===== config.mk =====
export PLATFORM = sky130hd
export DESIGN_NAME = otx_core
export DESIGN_NICKNAME = d
export VERILOG_FILES = /design/src/rtl/otx_pkg.sv /design/src/rtl/otx_ready_sync.sv /design/src/rtl/otx_divchk.sv /design/src/rtl/otx_core.sv
export SDC_FILE = /design/constraint.sdc
export NUM_CORES = 2
export LEC_CHECK = 0
export BUFFER_PORTS_ARGS = -buffer_cell sky130_fd_sc_hd__buf_2
export CAP_MARGIN = 0
export CORE_ASPECT_RATIO = 1.2
export CORE_MARGIN = 1
export CORE_UTILIZATION = 60
export CTS_CLUSTER_SIZE = 28
export DETAILED_ROUTE_END_ITERATION = 7
export PLACE_DENSITY = 0.79
export SYNTH_ARGS = -nofsm -noshare
export SYNTH_HDL_FRONTEND = slang
export SYNTH_SLANG_ARGS = --single-unit

===== constraint.sdc =====
create_clock -name clk_i -period 1.83 [get_ports clk_i]
set_input_delay 0.0915 -clock clk_i [delete_from_list [all_inputs] [get_ports clk_i]]
set_output_delay 0.0915 -clock clk_i [all_outputs]
set_load 0.02 [all_outputs]

===== src/rtl/otx_pkg.sv =====
package otx_pkg;
  // opcode bytes
  localparam logic [7:0] OP_BAD_LO      = 8'h63;
  localparam logic [7:0] OP_BAD_HI      = 8'h67;
  localparam logic [7:0] OP_F1          = 8'hF1;
  localparam logic [7:0] OP_GRP4        = 8'hFE;
  localparam logic [7:0] OP_GRP5        = 8'hFF;
  localparam logic [7:0] OP_0F          = 8'h0F;
  localparam logic [7:0] OP_ESC_BASE    = 8'hD8;
  localparam logic [4:0] OP_ESC_TOP5    = 5'h1B;
  localparam logic [2:0] MODRM_REG_BAD  = 3'h7;
  localparam logic [7:0] OP_LOCK        = 8'hF0;
  localparam logic [7:0] OP_REP         = 8'hF3;
  localparam logic [7:0] OP_REPNE       = 8'hF2;
  localparam logic [7:0] OP_SEG_ES      = 8'h26;
  localparam logic [7:0] OP_SEG_CS      = 8'h2E;
  localparam logic [7:0] OP_SEG_SS      = 8'h36;
  localparam logic [7:0] OP_SEG_DS      = 8'h3E;
  localparam logic [7:0] OP_MOVSB       = 8'hA4;
  localparam logic [7:0] OP_MOVSW       = 8'hA5;
  // added and immediate forms
  localparam logic [7:0] OP_PUSHA       = 8'h60;
  localparam logic [7:0] OP_POP_ALL_REGISTERS        = 8'h61;
  localparam logic [7:0] OP_BOUND       = 8'h62;
  localparam logic [7:0] OP_PUSH_IMM16  = 8'h68;
  localparam logic [7:0] OP_SIGNED_MULTIPLY_IMM16  = 8'h69;
  localparam logic [7:0] OP_PUSH_IMM8   = 8'h6A;
  localparam logic [7:0] OP_SIGNED_MULTIPLY_IMM8   = 8'h6B;
  localparam logic [7:0] OP_INSB        = 8'h6C;
  localparam logic [7:0] OP_OUTSW       = 8'h6F;
  localparam logic [7:0] OP_SHIFT_IMM_B = 8'hC0;
  localparam logic [7:0] OP_SHIFT_IMM_W = 8'hC1;
  localparam logic [7:0] OP_ENTER       = 8'hC8;
  localparam logic [7:0] OP_LEAVE       = 8'hC9;
  // trap types and vector scaling
  localparam logic [7:0] TYPE_ILLEGAL   = 8'h06;
  localparam logic [7:0] TYPE_ESC       = 8'h07;
  localparam int         VEC_SHIFT      = 2;
  // arithmetic limits
  localparam logic [4:0]  SHIFT_MASK    = 5'h1F;
  localparam logic [15:0] SEG_END_OFS   = 16'hFFFF;
  localparam logic [16:0] SEG_WRAP_OFS  = 17'h10000;
  localparam logic [15:0] SP_UNDERFLOW  = 16'h0001;
  localparam logic [15:0] SP_WORD_STEP  = 16'h0002;
  localparam logic [3:0]  SEG_SHIFT     = 4'h4;
  localparam logic [19:0] ADDR_ONE      = 20'h00001;
  localparam logic [15:0] IP_ONE        = 16'h0001;
  localparam logic [16:0] Q16_POS_MAX   = 17'h07FFF;
  localparam logic [16:0] Q16_NEG_MIN   = 17'h18000;
  localparam logic [8:0]  Q8_POS_MAX    = 9'h07F;
  localparam logic [8:0]  Q8_NEG_MIN    = 9'h180;
  // coprocessor port window
  localparam logic [15:0] NPX_PORT_BASE = 16'h00F8;

  typedef enum logic [2:0] {
    OTX_IDLE   = 3'b000,
    OTX_LOCKED = 3'b001,
    OTX_DATA   = 3'b010,
    OTX_TRAP   = 3'b011,
    OTX_NPX    = 3'b100
  } otx_state_t;

  typedef enum logic [2:0] {
    OTX_CLS_NORMAL  = 3'b000,
    OTX_CLS_PREFIX  = 3'b001,
    OTX_CLS_ILLEGAL = 3'b010,
    OTX_CLS_ESC     = 3'b011,
    OTX_CLS_STRMOVE = 3'b100
  } otx_class_t;
endpackage : otx_pkg


===== src/rtl/otx_ready_sync.sv =====
`timescale 1ns/1ps
module otx_ready_sync
  import otx_pkg::*;
(
  // clock and reset
  input  wire logic clk_i,
  input  wire logic rstn_i,
  // asynchronous ready
  input  wire logic ready_i,
  output logic      ready_o
);
  logic meta_reg;
  logic sync_reg;

  // two stages, first stage read only by the second
  always_ff @(posedge clk_i or negedge rstn_i) begin
    if (!rstn_i) begin
      meta_reg <= 1'b0;
      sync_reg <= 1'b0;
    end else begin
      meta_reg <= ready_i;
      sync_reg <= meta_reg;
    end
  end

  assign ready_o = sync_reg;
endmodule : otx_ready_sync


===== src/rtl/otx_divchk.sv =====
`timescale 1ns/1ps
module otx_divchk
  import otx_pkg::*;
(
  // signed divide operands
  input  wire logic        word_i,
  input  wire logic [31:0] dividend_i,
  input  wire logic [15:0] divisor_i,
  // result
  output logic [15:0]      quot_o,
  output logic             err_o
);
  logic signed [31:0] q32;
  logic signed [31:0] dvd;
  logic signed [31:0] dvs;

  always_comb begin
    dvd = word_i ? dividend_i : {{16{dividend_i[15]}}, dividend_i[15:0]};
    dvs = word_i ? {{16{divisor_i[15]}}, divisor_i}
                 : {{24{divisor_i[7]}}, divisor_i[7:0]};
    q32 = (dvs == 32'sh0) ? 32'sh0 : dvd / dvs;
    quot_o = q32[15:0];
    // most negative quotient is legal
    if (dvs == 32'sh0) begin
      err_o = 1'b1;
    end else if (word_i) begin
      err_o = (q32 > $signed({{15{1'b0}}, Q16_POS_MAX}))
           || (q32 < $signed({{15{1'b1}}, Q16_NEG_MIN}));
    end else begin
      err_o = (q32 > $signed({{23{1'b0}}, Q8_POS_MAX}))
           || (q32 < $signed({{23{1'b1}}, Q8_NEG_MIN}));
    end
  end
endmodule : otx_divchk


===== src/rtl/otx_core.sv =====
`timescale 1ns/1ps
// What this block does
// - opcodes 63H-67H and F1H trap type 6
// - FEH/FFH with reg field 111 trap 6
// - opcode 0FH traps type 6, no code pop
// - word write at FFFFH carries to 10000H
// - push with pointer 1 writes outside segment
// - shift counts masked to five bits
// - lock asserts only at data cycles
// - interrupted string move returns to first prefix
// - quotients 8000H and 80H are legal
// - escape trap enabled gives type 7
// - escape trap clear sends to coprocessor
// - three dedicated coprocessor handshake pins
// - one ready input, synchronised inside
// - fully static, state kept when clock stops
// - no queue status mode
// - immediate push, multiply, shift forms accepted
// - added push/pop all, strings, bound, enter, leave
// - coprocessor accesses wait for ready
module otx_core
  import otx_pkg::*;
(
  // clock and reset
  input  wire logic        clk_i,
  input  wire logic        rstn_i,
  // decoded byte stream
  input  wire logic        op_valid_i,
  input  wire logic [7:0]  op_byte_i,
  input  wire logic [7:0]  modrm_i,
  input  wire logic [15:0] op_ip_i,
  input  wire logic        irq_i,
  // configuration
  input  wire logic        escape_trap_enable_i,
  // shift request
  input  wire logic        shift_imm_i,
  input  wire logic [7:0]  count_register_i,
  input  wire logic [7:0]  shift_imm_val_i,
  // segment write request
  input  wire logic        wr_req_i,
  input  wire logic        wr_push_i,
  input  wire logic [15:0] wr_seg_i,
  input  wire logic [15:0] wr_ofs_i,
  input  wire logic [15:0] sp_i,
  // divide request
  input  wire logic        div_req_i,
  input  wire logic        div_word_i,
  input  wire logic [31:0] div_dividend_i,
  input  wire logic [15:0] div_divisor_i,
  // local bus
  input  wire logic        ready_i,
  input  wire logic        rd_strap_n_i,
  input  wire logic        npx_req_i,
  input  wire logic        npx_err_n_i,
  // exception and dispatch
  output logic             trap_o,
  output logic [7:0]       trap_type_o,
  output logic [9:0]       trap_vec_o,
  output logic [15:0]      trap_ret_ip_o,
  output logic             npx_dispatch_o,
  output logic             npx_sel_n_o,
  output logic             npx_busy_o,
  output logic             lock_n_o,
  output logic             ale_o,
  output logic             wr_n_o,
  // decode results
  output logic [4:0]       shift_cnt_o,
  output logic             ext_op_o,
  output logic             imm_form_o,
  output logic [19:0]      wr_addr_lo_o,
  output logic [19:0]      wr_addr_hi_o,
  output logic             wr_strobe_o,
  output logic [15:0]      div_quot_o,
  output logic             div_err_o
);

  function automatic otx_class_t classify(input logic [7:0] op, input logic [7:0] mrm);
    otx_class_t c;
    c = OTX_CLS_NORMAL;
    if ((op >= OP_BAD_LO && op <= OP_BAD_HI) || op == OP_F1) begin
      c = OTX_CLS_ILLEGAL;
    end else if ((op == OP_GRP4 || op == OP_GRP5) && mrm[5:3] == MODRM_REG_BAD) begin
      c = OTX_CLS_ILLEGAL;
    end else if (op == OP_0F) begin
      c = OTX_CLS_ILLEGAL;
    end else if (op[7:3] == OP_ESC_TOP5) begin
      c = OTX_CLS_ESC;
    end else if (op == OP_LOCK || op == OP_REP || op == OP_REPNE || op == OP_SEG_ES
                 || op == OP_SEG_CS || op == OP_SEG_SS || op == OP_SEG_DS) begin
      c = OTX_CLS_PREFIX;
    end else if (op == OP_MOVSB || op == OP_MOVSW) begin
      c = OTX_CLS_STRMOVE;
    end
    return c;
  endfunction : classify

  function automatic logic [19:0] lin_addr(input logic [15:0] seg, input logic [16:0] ofs);
    return 20'({seg, 4'h0}) + 20'(ofs);
  endfunction : lin_addr

  otx_class_t  cls;
  otx_state_t  state_reg;
  otx_state_t  state_next;
  logic        ready_sync;
  logic        lock_pend_reg;
  logic        in_prefix_reg;
  logic [15:0] first_ip_reg;
  logic        rep_seen_reg;
  logic [15:0] push_ofs;
  logic [16:0] wr_ofs_hi;
  logic [15:0] quot;
  logic        derr;

  assign cls = classify(op_byte_i, modrm_i);

  otx_ready_sync u_rdy (
    .clk_i   (clk_i),
    .rstn_i  (rstn_i),
    .ready_i (ready_i),
    .ready_o (ready_sync)
  );

  otx_divchk u_div (
    .word_i     (div_word_i),
    .dividend_i (div_dividend_i),
    .divisor_i  (div_divisor_i),
    .quot_o     (quot),
    .err_o      (derr)
  );

  // prefix tracking: remember where the first prefix started
  always_ff @(posedge clk_i or negedge rstn_i) begin
    if (!rstn_i) begin
      in_prefix_reg <= 1'b0;
      first_ip_reg  <= 16'h0000;
      rep_seen_reg  <= 1'b0;
    end else if (op_valid_i) begin
      if (cls == OTX_CLS_PREFIX) begin
        if (!in_prefix_reg) begin
          first_ip_reg <= op_ip_i;
        end
        in_prefix_reg <= 1'b1;
        if (op_byte_i == OP_REP || op_byte_i == OP_REPNE) begin
          rep_seen_reg <= 1'b1;
        end
      end else if (!(cls == OTX_CLS_STRMOVE && rep_seen_reg && !irq_i)) begin
        in_prefix_reg <= 1'b0;
        rep_seen_reg  <= 1'b0;
      end
    end
  end

  // lock held back until the data phase
  always_ff @(posedge clk_i or negedge rstn_i) begin
    if (!rstn_i) begin
      lock_pend_reg <= 1'b0;
    end else if (op_valid_i) begin
      if (op_byte_i == OP_LOCK) begin
        lock_pend_reg <= 1'b1;
      end else if (cls != OTX_CLS_PREFIX) begin
        lock_pend_reg <= 1'b0;
      end
    end
  end

  always_comb begin
    state_next = state_reg;
    case (state_reg)
      OTX_IDLE: begin
        if (op_valid_i) begin
          if (cls == OTX_CLS_ILLEGAL) begin
            state_next = OTX_TRAP;
          end else if (cls == OTX_CLS_ESC) begin
            state_next = escape_trap_enable_i ? OTX_TRAP : OTX_NPX;
          end else if (cls != OTX_CLS_PREFIX && lock_pend_reg) begin
            state_next = OTX_LOCKED;
          end
        end
      end
      OTX_LOCKED: state_next = OTX_DATA;
      OTX_DATA:   state_next = OTX_IDLE;
      OTX_TRAP:   state_next = OTX_IDLE;
      OTX_NPX: begin
        if (ready_sync) begin
          state_next = OTX_IDLE;
        end
      end
      default:    state_next = OTX_IDLE;
    endcase
  end

  // state kept in plain flops, no dynamic nodes; clock may stop anywhere
  always_ff @(posedge clk_i or negedge rstn_i) begin
    if (!rstn_i) begin
      state_reg <= OTX_IDLE;
    end else begin
      state_reg <= state_next;
    end
  end

  // trap outputs
  always_ff @(posedge clk_i or negedge rstn_i) begin
    if (!rstn_i) begin
      trap_o        <= 1'b0;
      trap_type_o   <= 8'h00;
      trap_vec_o    <= 10'h000;
      trap_ret_ip_o <= 16'h0000;
    end else begin
      trap_o <= 1'b0;
      if (state_reg == OTX_IDLE && op_valid_i) begin
        if (cls == OTX_CLS_ILLEGAL) begin
          trap_o      <= 1'b1;
          trap_type_o <= TYPE_ILLEGAL;
          trap_vec_o  <= 10'({TYPE_ILLEGAL, 2'b00});
          trap_ret_ip_o <= op_ip_i;
        end else if (cls == OTX_CLS_ESC && escape_trap_enable_i) begin
          trap_o      <= 1'b1;
          trap_type_o <= TYPE_ESC;
          trap_vec_o  <= 10'({TYPE_ESC, 2'b00});
          trap_ret_ip_o <= op_ip_i;
        end else if (cls == OTX_CLS_STRMOVE && irq_i) begin
          // interrupt mid string move resumes at first prefix
          trap_ret_ip_o <= in_prefix_reg ? first_ip_reg : op_ip_i;
        end
      end
    end
  end

  // coprocessor: dedicated select, request and error pins, never shared
  always_ff @(posedge clk_i or negedge rstn_i) begin
    if (!rstn_i) begin
      npx_dispatch_o <= 1'b0;
      npx_sel_n_o    <= 1'b1;
      npx_busy_o     <= 1'b0;
    end else begin
      npx_dispatch_o <= state_reg == OTX_IDLE && op_valid_i && cls == OTX_CLS_ESC
                        && !escape_trap_enable_i;
      npx_sel_n_o    <= !(state_next == OTX_NPX);
      npx_busy_o     <= (state_next == OTX_NPX) && (npx_req_i || npx_err_n_i);
    end
  end

  // lock, ale and write strobe keep their meaning regardless of read strap
  always_ff @(posedge clk_i or negedge rstn_i) begin
    if (!rstn_i) begin
      lock_n_o <= 1'b1;
      ale_o    <= 1'b0;
      wr_n_o   <= 1'b1;
    end else begin
      lock_n_o <= !(state_next == OTX_DATA);
      ale_o    <= wr_req_i || state_next == OTX_NPX;
      wr_n_o   <= !wr_req_i;
    end
  end

  // shift count and instruction-set decode
  always_ff @(posedge clk_i or negedge rstn_i) begin
    if (!rstn_i) begin
      shift_cnt_o <= 5'h00;
      ext_op_o    <= 1'b0;
      imm_form_o  <= 1'b0;
    end else begin
      shift_cnt_o <= (shift_imm_i ? shift_imm_val_i[4:0] : count_register_i[4:0])
                     & SHIFT_MASK;
      ext_op_o    <= op_valid_i && (op_byte_i == OP_PUSHA || op_byte_i == OP_POP_ALL_REGISTERS
                     || op_byte_i == OP_BOUND || (op_byte_i >= OP_INSB
                     && op_byte_i <= OP_OUTSW) || op_byte_i == OP_ENTER
                     || op_byte_i == OP_LEAVE);
      imm_form_o  <= op_valid_i && ((op_byte_i >= OP_PUSH_IMM16
                     && op_byte_i <= OP_SIGNED_MULTIPLY_IMM8) || op_byte_i == OP_SHIFT_IMM_B
                     || op_byte_i == OP_SHIFT_IMM_W);
    end
  end

  // word write: high byte never wraps to offset zero
  assign push_ofs  = sp_i - SP_WORD_STEP;
  assign wr_ofs_hi = wr_push_i ? (17'(push_ofs) + 17'(IP_ONE))
                               : (17'(wr_ofs_i) + 17'(IP_ONE));

  always_ff @(posedge clk_i or negedge rstn_i) begin
    if (!rstn_i) begin
      wr_addr_lo_o <= 20'h00000;
      wr_addr_hi_o <= 20'h00000;
      wr_strobe_o  <= 1'b0;
    end else begin
      wr_strobe_o <= wr_req_i;
      if (wr_req_i) begin
        if (wr_push_i && sp_i == SP_UNDERFLOW) begin
          // sp-2 = FFFFH, high byte lands one past segment end
          wr_addr_lo_o <= lin_addr(wr_seg_i, 17'(SEG_END_OFS));
          wr_addr_hi_o <= lin_addr(wr_seg_i, SEG_WRAP_OFS);
        end else begin
          wr_addr_lo_o <= lin_addr(wr_seg_i, wr_push_i ? 17'(push_ofs) : 17'(wr_ofs_i));
          wr_addr_hi_o <= lin_addr(wr_seg_i, wr_ofs_hi);
        end
      end
    end
  end

  always_ff @(posedge clk_i or negedge rstn_i) begin
    if (!rstn_i) begin
      div_quot_o <= 16'h0000;
      div_err_o  <= 1'b0;
    end else if (div_req_i) begin
      div_quot_o <= quot;
      div_err_o  <= derr;
    end
  end
endmodule : otx_core


==> results of run 1 <==
cells in the mapped netlist (18+ instances only):
cell / instances / area (um2)
sky130_fd_sc_hd__nand3_1: 137 / 685.7
sky130_fd_sc_hd__nor2b_1: 52 / 325.3
sky130_fd_sc_hd__o21ai_1: 21 / 105.1
sky130_fd_sc_hd__a31o_2: 19 / 166.4
sky130_fd_sc_hd__and3_1: 43 / 269.0
sky130_fd_sc_hd__inv_1: 215 / 807.0
sky130_fd_sc_hd__clkbuf_1: 126 / 473.0
sky130_fd_sc_hd__o22ai_1: 30 / 187.7
sky130_fd_sc_hd__o211ai_1: 62 / 465.5
sky130_fd_sc_hd__a211o_1: 28 / 245.2
sky130_fd_sc_hd__buf_1: 29 / 108.9
sky130_fd_sc_hd__nand2_1: 472 / 1772
sky130_fd_sc_hd__o21ai_0: 271 / 1356
sky130_fd_sc_hd__mux2_2: 103 / 1160
sky130_fd_sc_hd__o21a_1: 136 / 1021
sky130_fd_sc_hd__a211oi_1: 51 / 382.9
sky130_fd_sc_hd__nand4_1: 68 / 425.4
sky130_fd_sc_hd__a21oi_1: 468 / 2342
sky130_fd_sc_hd__ha_1: 560 / 7007
sky130_fd_sc_hd__dfrtp_1: 111 / 2778
sky130_fd_sc_hd__o41ai_1: 18 / 157.7
sky130_fd_sc_hd__o31ai_1: 51 / 382.9
sky130_fd_sc_hd__a21o_1: 165 / 1239
sky130_fd_sc_hd__or3_1: 60 / 375.4
sky130_fd_sc_hd__mux2i_1: 76 / 760.7
sky130_fd_sc_hd__o21bai_1: 46 / 345.3
sky130_fd_sc_hd__nor2_1: 525 / 1971
sky130_fd_sc_hd__nor3_1: 167 / 835.8
sky130_fd_sc_hd__nor4_1: 34 / 212.7
sky130_fd_sc_hd__o221ai_1: 21 / 183.9
sky130_fd_sc_hd__and2_1: 47 / 294.0
sky130_fd_sc_hd__xor2_1: 140 / 1226
sky130_fd_sc_hd__nand2b_1: 70 / 437.9
sky130_fd_sc_hd__or2_2: 44 / 275.3
sky130_fd_sc_hd__a31oi_1: 75 / 469.2
sky130_fd_sc_hd__xnor2_1: 301 / 2636
per-stage QoR:
stage	cell area [um2]	utilization	cells	setup TNS, ps	worst slack (ps)
global placement	57420	0.9403	8386	-1071650	-61540
floorplan	40160	-	5358	-1041380	-60460
detailed placement	57420	0.9403	8386	-1169850	-66910
logic make-up after synthesis:
logic type	synth area share
flip-flops	0.07659
AND/OR/NAND/NOR	0.2332
AO/OA/AOI/OAI	0.3003
multiplexers	0.05398
buffers and inverters	0.04328
adder cells (fa/ha/maj)	0.1889
other	0.0002014
XOR/XNOR	0.1036
==> results by group, run 1 <==
Clocking
  • Post-cts repair resize count: 1,200
  • Number of hold buffers added after CTS: 36
  • Number of setup buffers added after CTS: 458
  • Root buffer selected by CTS: sky130_fd_sc_hd__clkbuf_16
  • Clk sink count: 114
  • TritonCTS Buffers: 17
  • Number of levels the H-tree was split into: 4
  • CTS max path bufs: 2

Floorplanning
  • Count of standard-cell rows: 99
  • Die extent in x: 229.6 um
  • I/O pins: 264
  • Die H: 275.1 um
  • Starting density of the core: 0.6107

Synthesis
  • Register area share after synthesis: 0.07659
  • Count of cell types in the netlist: 106
  • Mapped Cells: 5,212
  • Dominant synthesized flop cell: sky130_fd_sc_hd__dfrtp_1
  • Share of flip-flops with an asynchronous set or reset: 1.000
  • Avg Inst Size Synth: 7.156 um2
  • EDFF count, synth: 0
  • Number of synthesized register bits: 114
  • Cell area after synthesis: 37,300 um2
  • Yosys Warn Count: 0

Place
  • Number of input and output port buffers inserted: 239
  • Weighted congestion at the end of routability-driven global placement: 1.183
  • Dpl hpwl: 176,900 um

Status
  • Result of the run: aborted with a tool error
  • Terminating stage of the flow: clock tree synthesis (4_1_cts)
  • Tool error: [ERROR DPL-0038] Utilization greater than 100%, impossible to legalize
==> inputs of run 2 (changes only) <==
--- a/config.mk
+++ b/config.mk
@@ -7,12 +7,10 @@
 export LEC_CHECK = 0
 export BUFFER_PORTS_ARGS = -buffer_cell sky130_fd_sc_hd__buf_2
 export CAP_MARGIN = 0
-export CORE_ASPECT_RATIO = 1.2
 export CORE_MARGIN = 1
-export CORE_UTILIZATION = 60
-export CTS_CLUSTER_SIZE = 28
+export CORE_UTILIZATION = 40
 export DETAILED_ROUTE_END_ITERATION = 7
-export PLACE_DENSITY = 0.79
+export PLACE_DENSITY_LB_ADDON = 0.15
 export SYNTH_ARGS = -nofsm -noshare
 export SYNTH_HDL_FRONTEND = slang
 export SYNTH_SLANG_ARGS = --single-unit
==> results by group, run 2 <==
Drt
  • Detailed-router iteration count before antenna repair: 6
  • Total via count after detailed routing: 55,140
  • DRC violation count after routing: 0
  • Initial DRC count: 4,648
  • Post-detailed-route count of antenna-violating nets: 0
  • WL/cell: 21.32 um
  • Number of vias per cell after detailed routing: 5.734
  • Detailed-route wire length: 205,000 um

Place
  • Post-place setup slack: -65,030 ps (+1878 ps)
  • Dpl hpwl: 146,500 um (-17%)
  • Number of cells in the design after placement: 8,958 (+6.8%)
  • Weighted congestion at the end of routability-driven global placement: 1.021 (-14%)
  • Number of input and output port buffers inserted: 239 (unchanged)

Critical path
  • Maximum net fanout on the critical path: 8
  • Critical path endpoint category: flop
  • Number of buffers and inverters on the critical path: 44
  • Critical path data required time: 2180 ps
  • Setup CP Type: in2reg
  • Data arrival time of the critical path: 63,170 ps
  • Top Family by Delay on Critical Path: compound AO/OA/AOI/OAI gates
  • Crit-path slowest cell: sky130_fd_sc_hd__a211oi_4
  • Critical path's largest stage delay: 560 ps
  • Cell with the most instances on the worst path: sky130_fd_sc_hd__buf_4
  • Kind of start point of the critical path: input pin

Worst hold path
  • Worst min path class: in2reg

Cells and area
  • Leading registers by flop count: wr_addr_hi_o: 20 flops, wr_addr_lo_o: 20 flops
  • Post-layout instance count excluding filler cells: 9,615
  • Share of final-layout standard cells stronger than drive strength 1: 0.5219
  • Commonest cells after routing, fill and taps aside: sky130_fd_sc_hd__buf_4, sky130_fd_sc_hd__nor2_1, sky130_fd_sc_hd__nand2_1
  • Final Net Count: 9,076
  • Layout overhead on the synthesized area: 90.63%
  • Commonest non-fill, non-tap cell in the layout: sky130_fd_sc_hd__buf_4

STA
  • Final clock period utilization by the worst path: 34.33
  • Worst hold margin: 31.90 ps
  • Setup repair after global routing missed its margin: true
  • Final number of setup-violating endpoints: 45
  • Smallest setup slack after layout: -61,000 ps
  • Number of hold-slack violations in the final timing report: 0
  • Worst slew margin: 0.3736
  • Final Max Slew Viols: 0
  • FMAX: 15.92 MHz
  • Post-layout minimum cycle time: 62,830 ps
  • Slew of the pin with the lowest slew margin: 939.6 ps
  • Final setup skew: 10.95 ps

Floorplanning
  • I/O pins: 264 (unchanged)
  • Die H: 307.4 um (+12%)
  • Starting density of the core: 0.4057 (-0.2051)
  • Die Footprint: 94,460 um2
  • Core footprint: 91,940 um2
  • Die extent in x: 307.4 um (+34%)
  • Count of standard-cell rows: 111 (+12%)

Global routing
  • Antenna violations before repair: 4
  • Overall global routing resource usage: 0.3900
  • Largest net degree at the start of global routing: 66
  • Via count of the first global-routing pass: 53,500
  • Overall overflow remaining after global route: 0
  • Global-route wire length before repair: 291,800 um

Clocking
  • Skew-Pair Late Insertion Delay: 450 ps
  • Root buffer selected by CTS: sky130_fd_sc_hd__clkbuf_16
  • Number of levels the H-tree was split into: 4 (unchanged)
  • CTS tree: yes
  • Clk sink count: 114 (unchanged)
  • TritonCTS Buffers: 17 (unchanged)
  • Clock slew at the register clock pins of the worst setup and hold paths: 70 ps
  • CTS max path bufs: 2 (unchanged)

Synthesis
  • Largest area contributor in the netlist: sky130_fd_sc_hd__ha_1
  • Number of synthesized register bits: 114 (unchanged)
  • EDFF count, synth: 0 (unchanged)
  • Avg Inst Size Synth: 7.156 um2 (unchanged)
  • Count of cell types in the netlist: 106 (unchanged)
  • Yosys Warn Count: 0 (unchanged)
  • Area fraction of the dominant cell type after synthesis: 0.1879 (unchanged)
  • Register area share after synthesis: 0.07659 (unchanged)
  • Most repeated cell in the gate-level netlist after synthesis: sky130_fd_sc_hd__ha_1
  • Dominant synthesized flop cell: sky130_fd_sc_hd__dfrtp_1
  • Cell area after synthesis: 37,300 um2 (unchanged)
  • Mapped Cells: 5,212 (unchanged)
  • Area contributors post-synth: sky130_fd_sc_hd__ha_1, sky130_fd_sc_hd__dfrtp_1, sky130_fd_sc_hd__xnor2_1
  • Share of flip-flops with an asynchronous set or reset: 1.000 (unchanged)
  • Top cells by count, synth: sky130_fd_sc_hd__ha_1, sky130_fd_sc_hd__nor2_1, sky130_fd_sc_hd__nand2_1

Status
  • Result of the run: complete, but fails checks
  • Failing checks: setup timing

Run
  • # Max-Cap Violations: 0
## run 2: cell counts after synthesis
Identical to the previous run, type by type.
## run 2: cells by family (layout without fill, tap and decap cells)
kind of cell | count (synthesis) | in the layout | synth area share
flip-flops | 114 | 114 | 0.07659
XOR/XNOR | 441 | 441 | 0.1036
AND/OR/NAND/NOR | 1813 | 1818 | 0.2332
AO/OA/AOI/OAI | 1690 | 1691 | 0.3003
other | 2 | 151 | 0.0002014
buffers and inverters | 405 | 3410 | 0.04328
adder cells (fa/ha/maj) | 562 | 562 | 0.1889
multiplexers | 185 | 185 | 0.05398
## run 2: repair_timing
action / CTS / global route
setup buffers: 383 / 218
gates cloned: 8 / 5
resized for setup: 666 / 601
hold endpoints to repair: 163 / 0
setup endpoints to repair: 45 / 67
hold buffers: 41 / 0
pin swaps: 416 / 476
## run 2: final timing paths
path / start / to / slack, ps / cells past startpoint
setup / recovery: div_divisor_i[3] / div_err_o$_DFFE_PN0P_ / -61000 / 309
hold / removal: wr_req_i / wr_strobe_o$_DFF_PN0_ / 30 / 2
setup reg to reg: state_reg[1]$_DFF_PN0_ / trap_ret_ip_o[5]$_DFFE_PN0P_ / 210 / 7
hold reg to reg: u_rdy.meta_reg$_DFF_PN0_ / u_rdy.ready_o$_DFF_PN0_ / 360 / 0
max in group asynchronous: rstn_i / npx_sel_n_o$_DFF_PN1_ / 1020 / 3
min in group asynchronous: rstn_i / wr_addr_lo_o[10]$_DFFE_PN0P_ / 160 / 2
## run 2: final cells by class
cell class	instances	area, um2
diodes	3	7.507
clock buffers	17	425.4
clock inverters	15	163.9
fillers	6450	20840
inverters	217	848.3
multi-input cells	4845	40930
flip-flops and latches	114	2856
well taps	1243	1555
repair buffers	3161	24310
## run 2: layer usage
layer	track usage	up-vias	part of all wire
li1	-	25570	-
met1	0.4852	26280	0.40
met2	0.6497	2476	0.46
met3	0.04955	810	0.075
met4	0.2161	2	0.070
met5	0	-	0.000059
## run 2: stage by stage
| step | util | TNS, ps | cell area, um2 |
|---|---|---|---|
| 6_report | 0.7733 | -1053000 | 71100 |
| 5_1_grt | 0.7732 | -1087700 | 71090 |
| 4_1_cts | 0.7231 | -1004990 | 66490 |
| 3_5_place_dp | 0.6418 | -1133930 | 59000 |
| 3_3_place_gp | 0.6418 | -1120100 | 59000 |
| 2_1_floorplan | - | -1041380 | 40160 |
Power of run 2 is not shown: default switching activity piles up to over one toggle a cycle in this logic, so the estimate is an artifact.
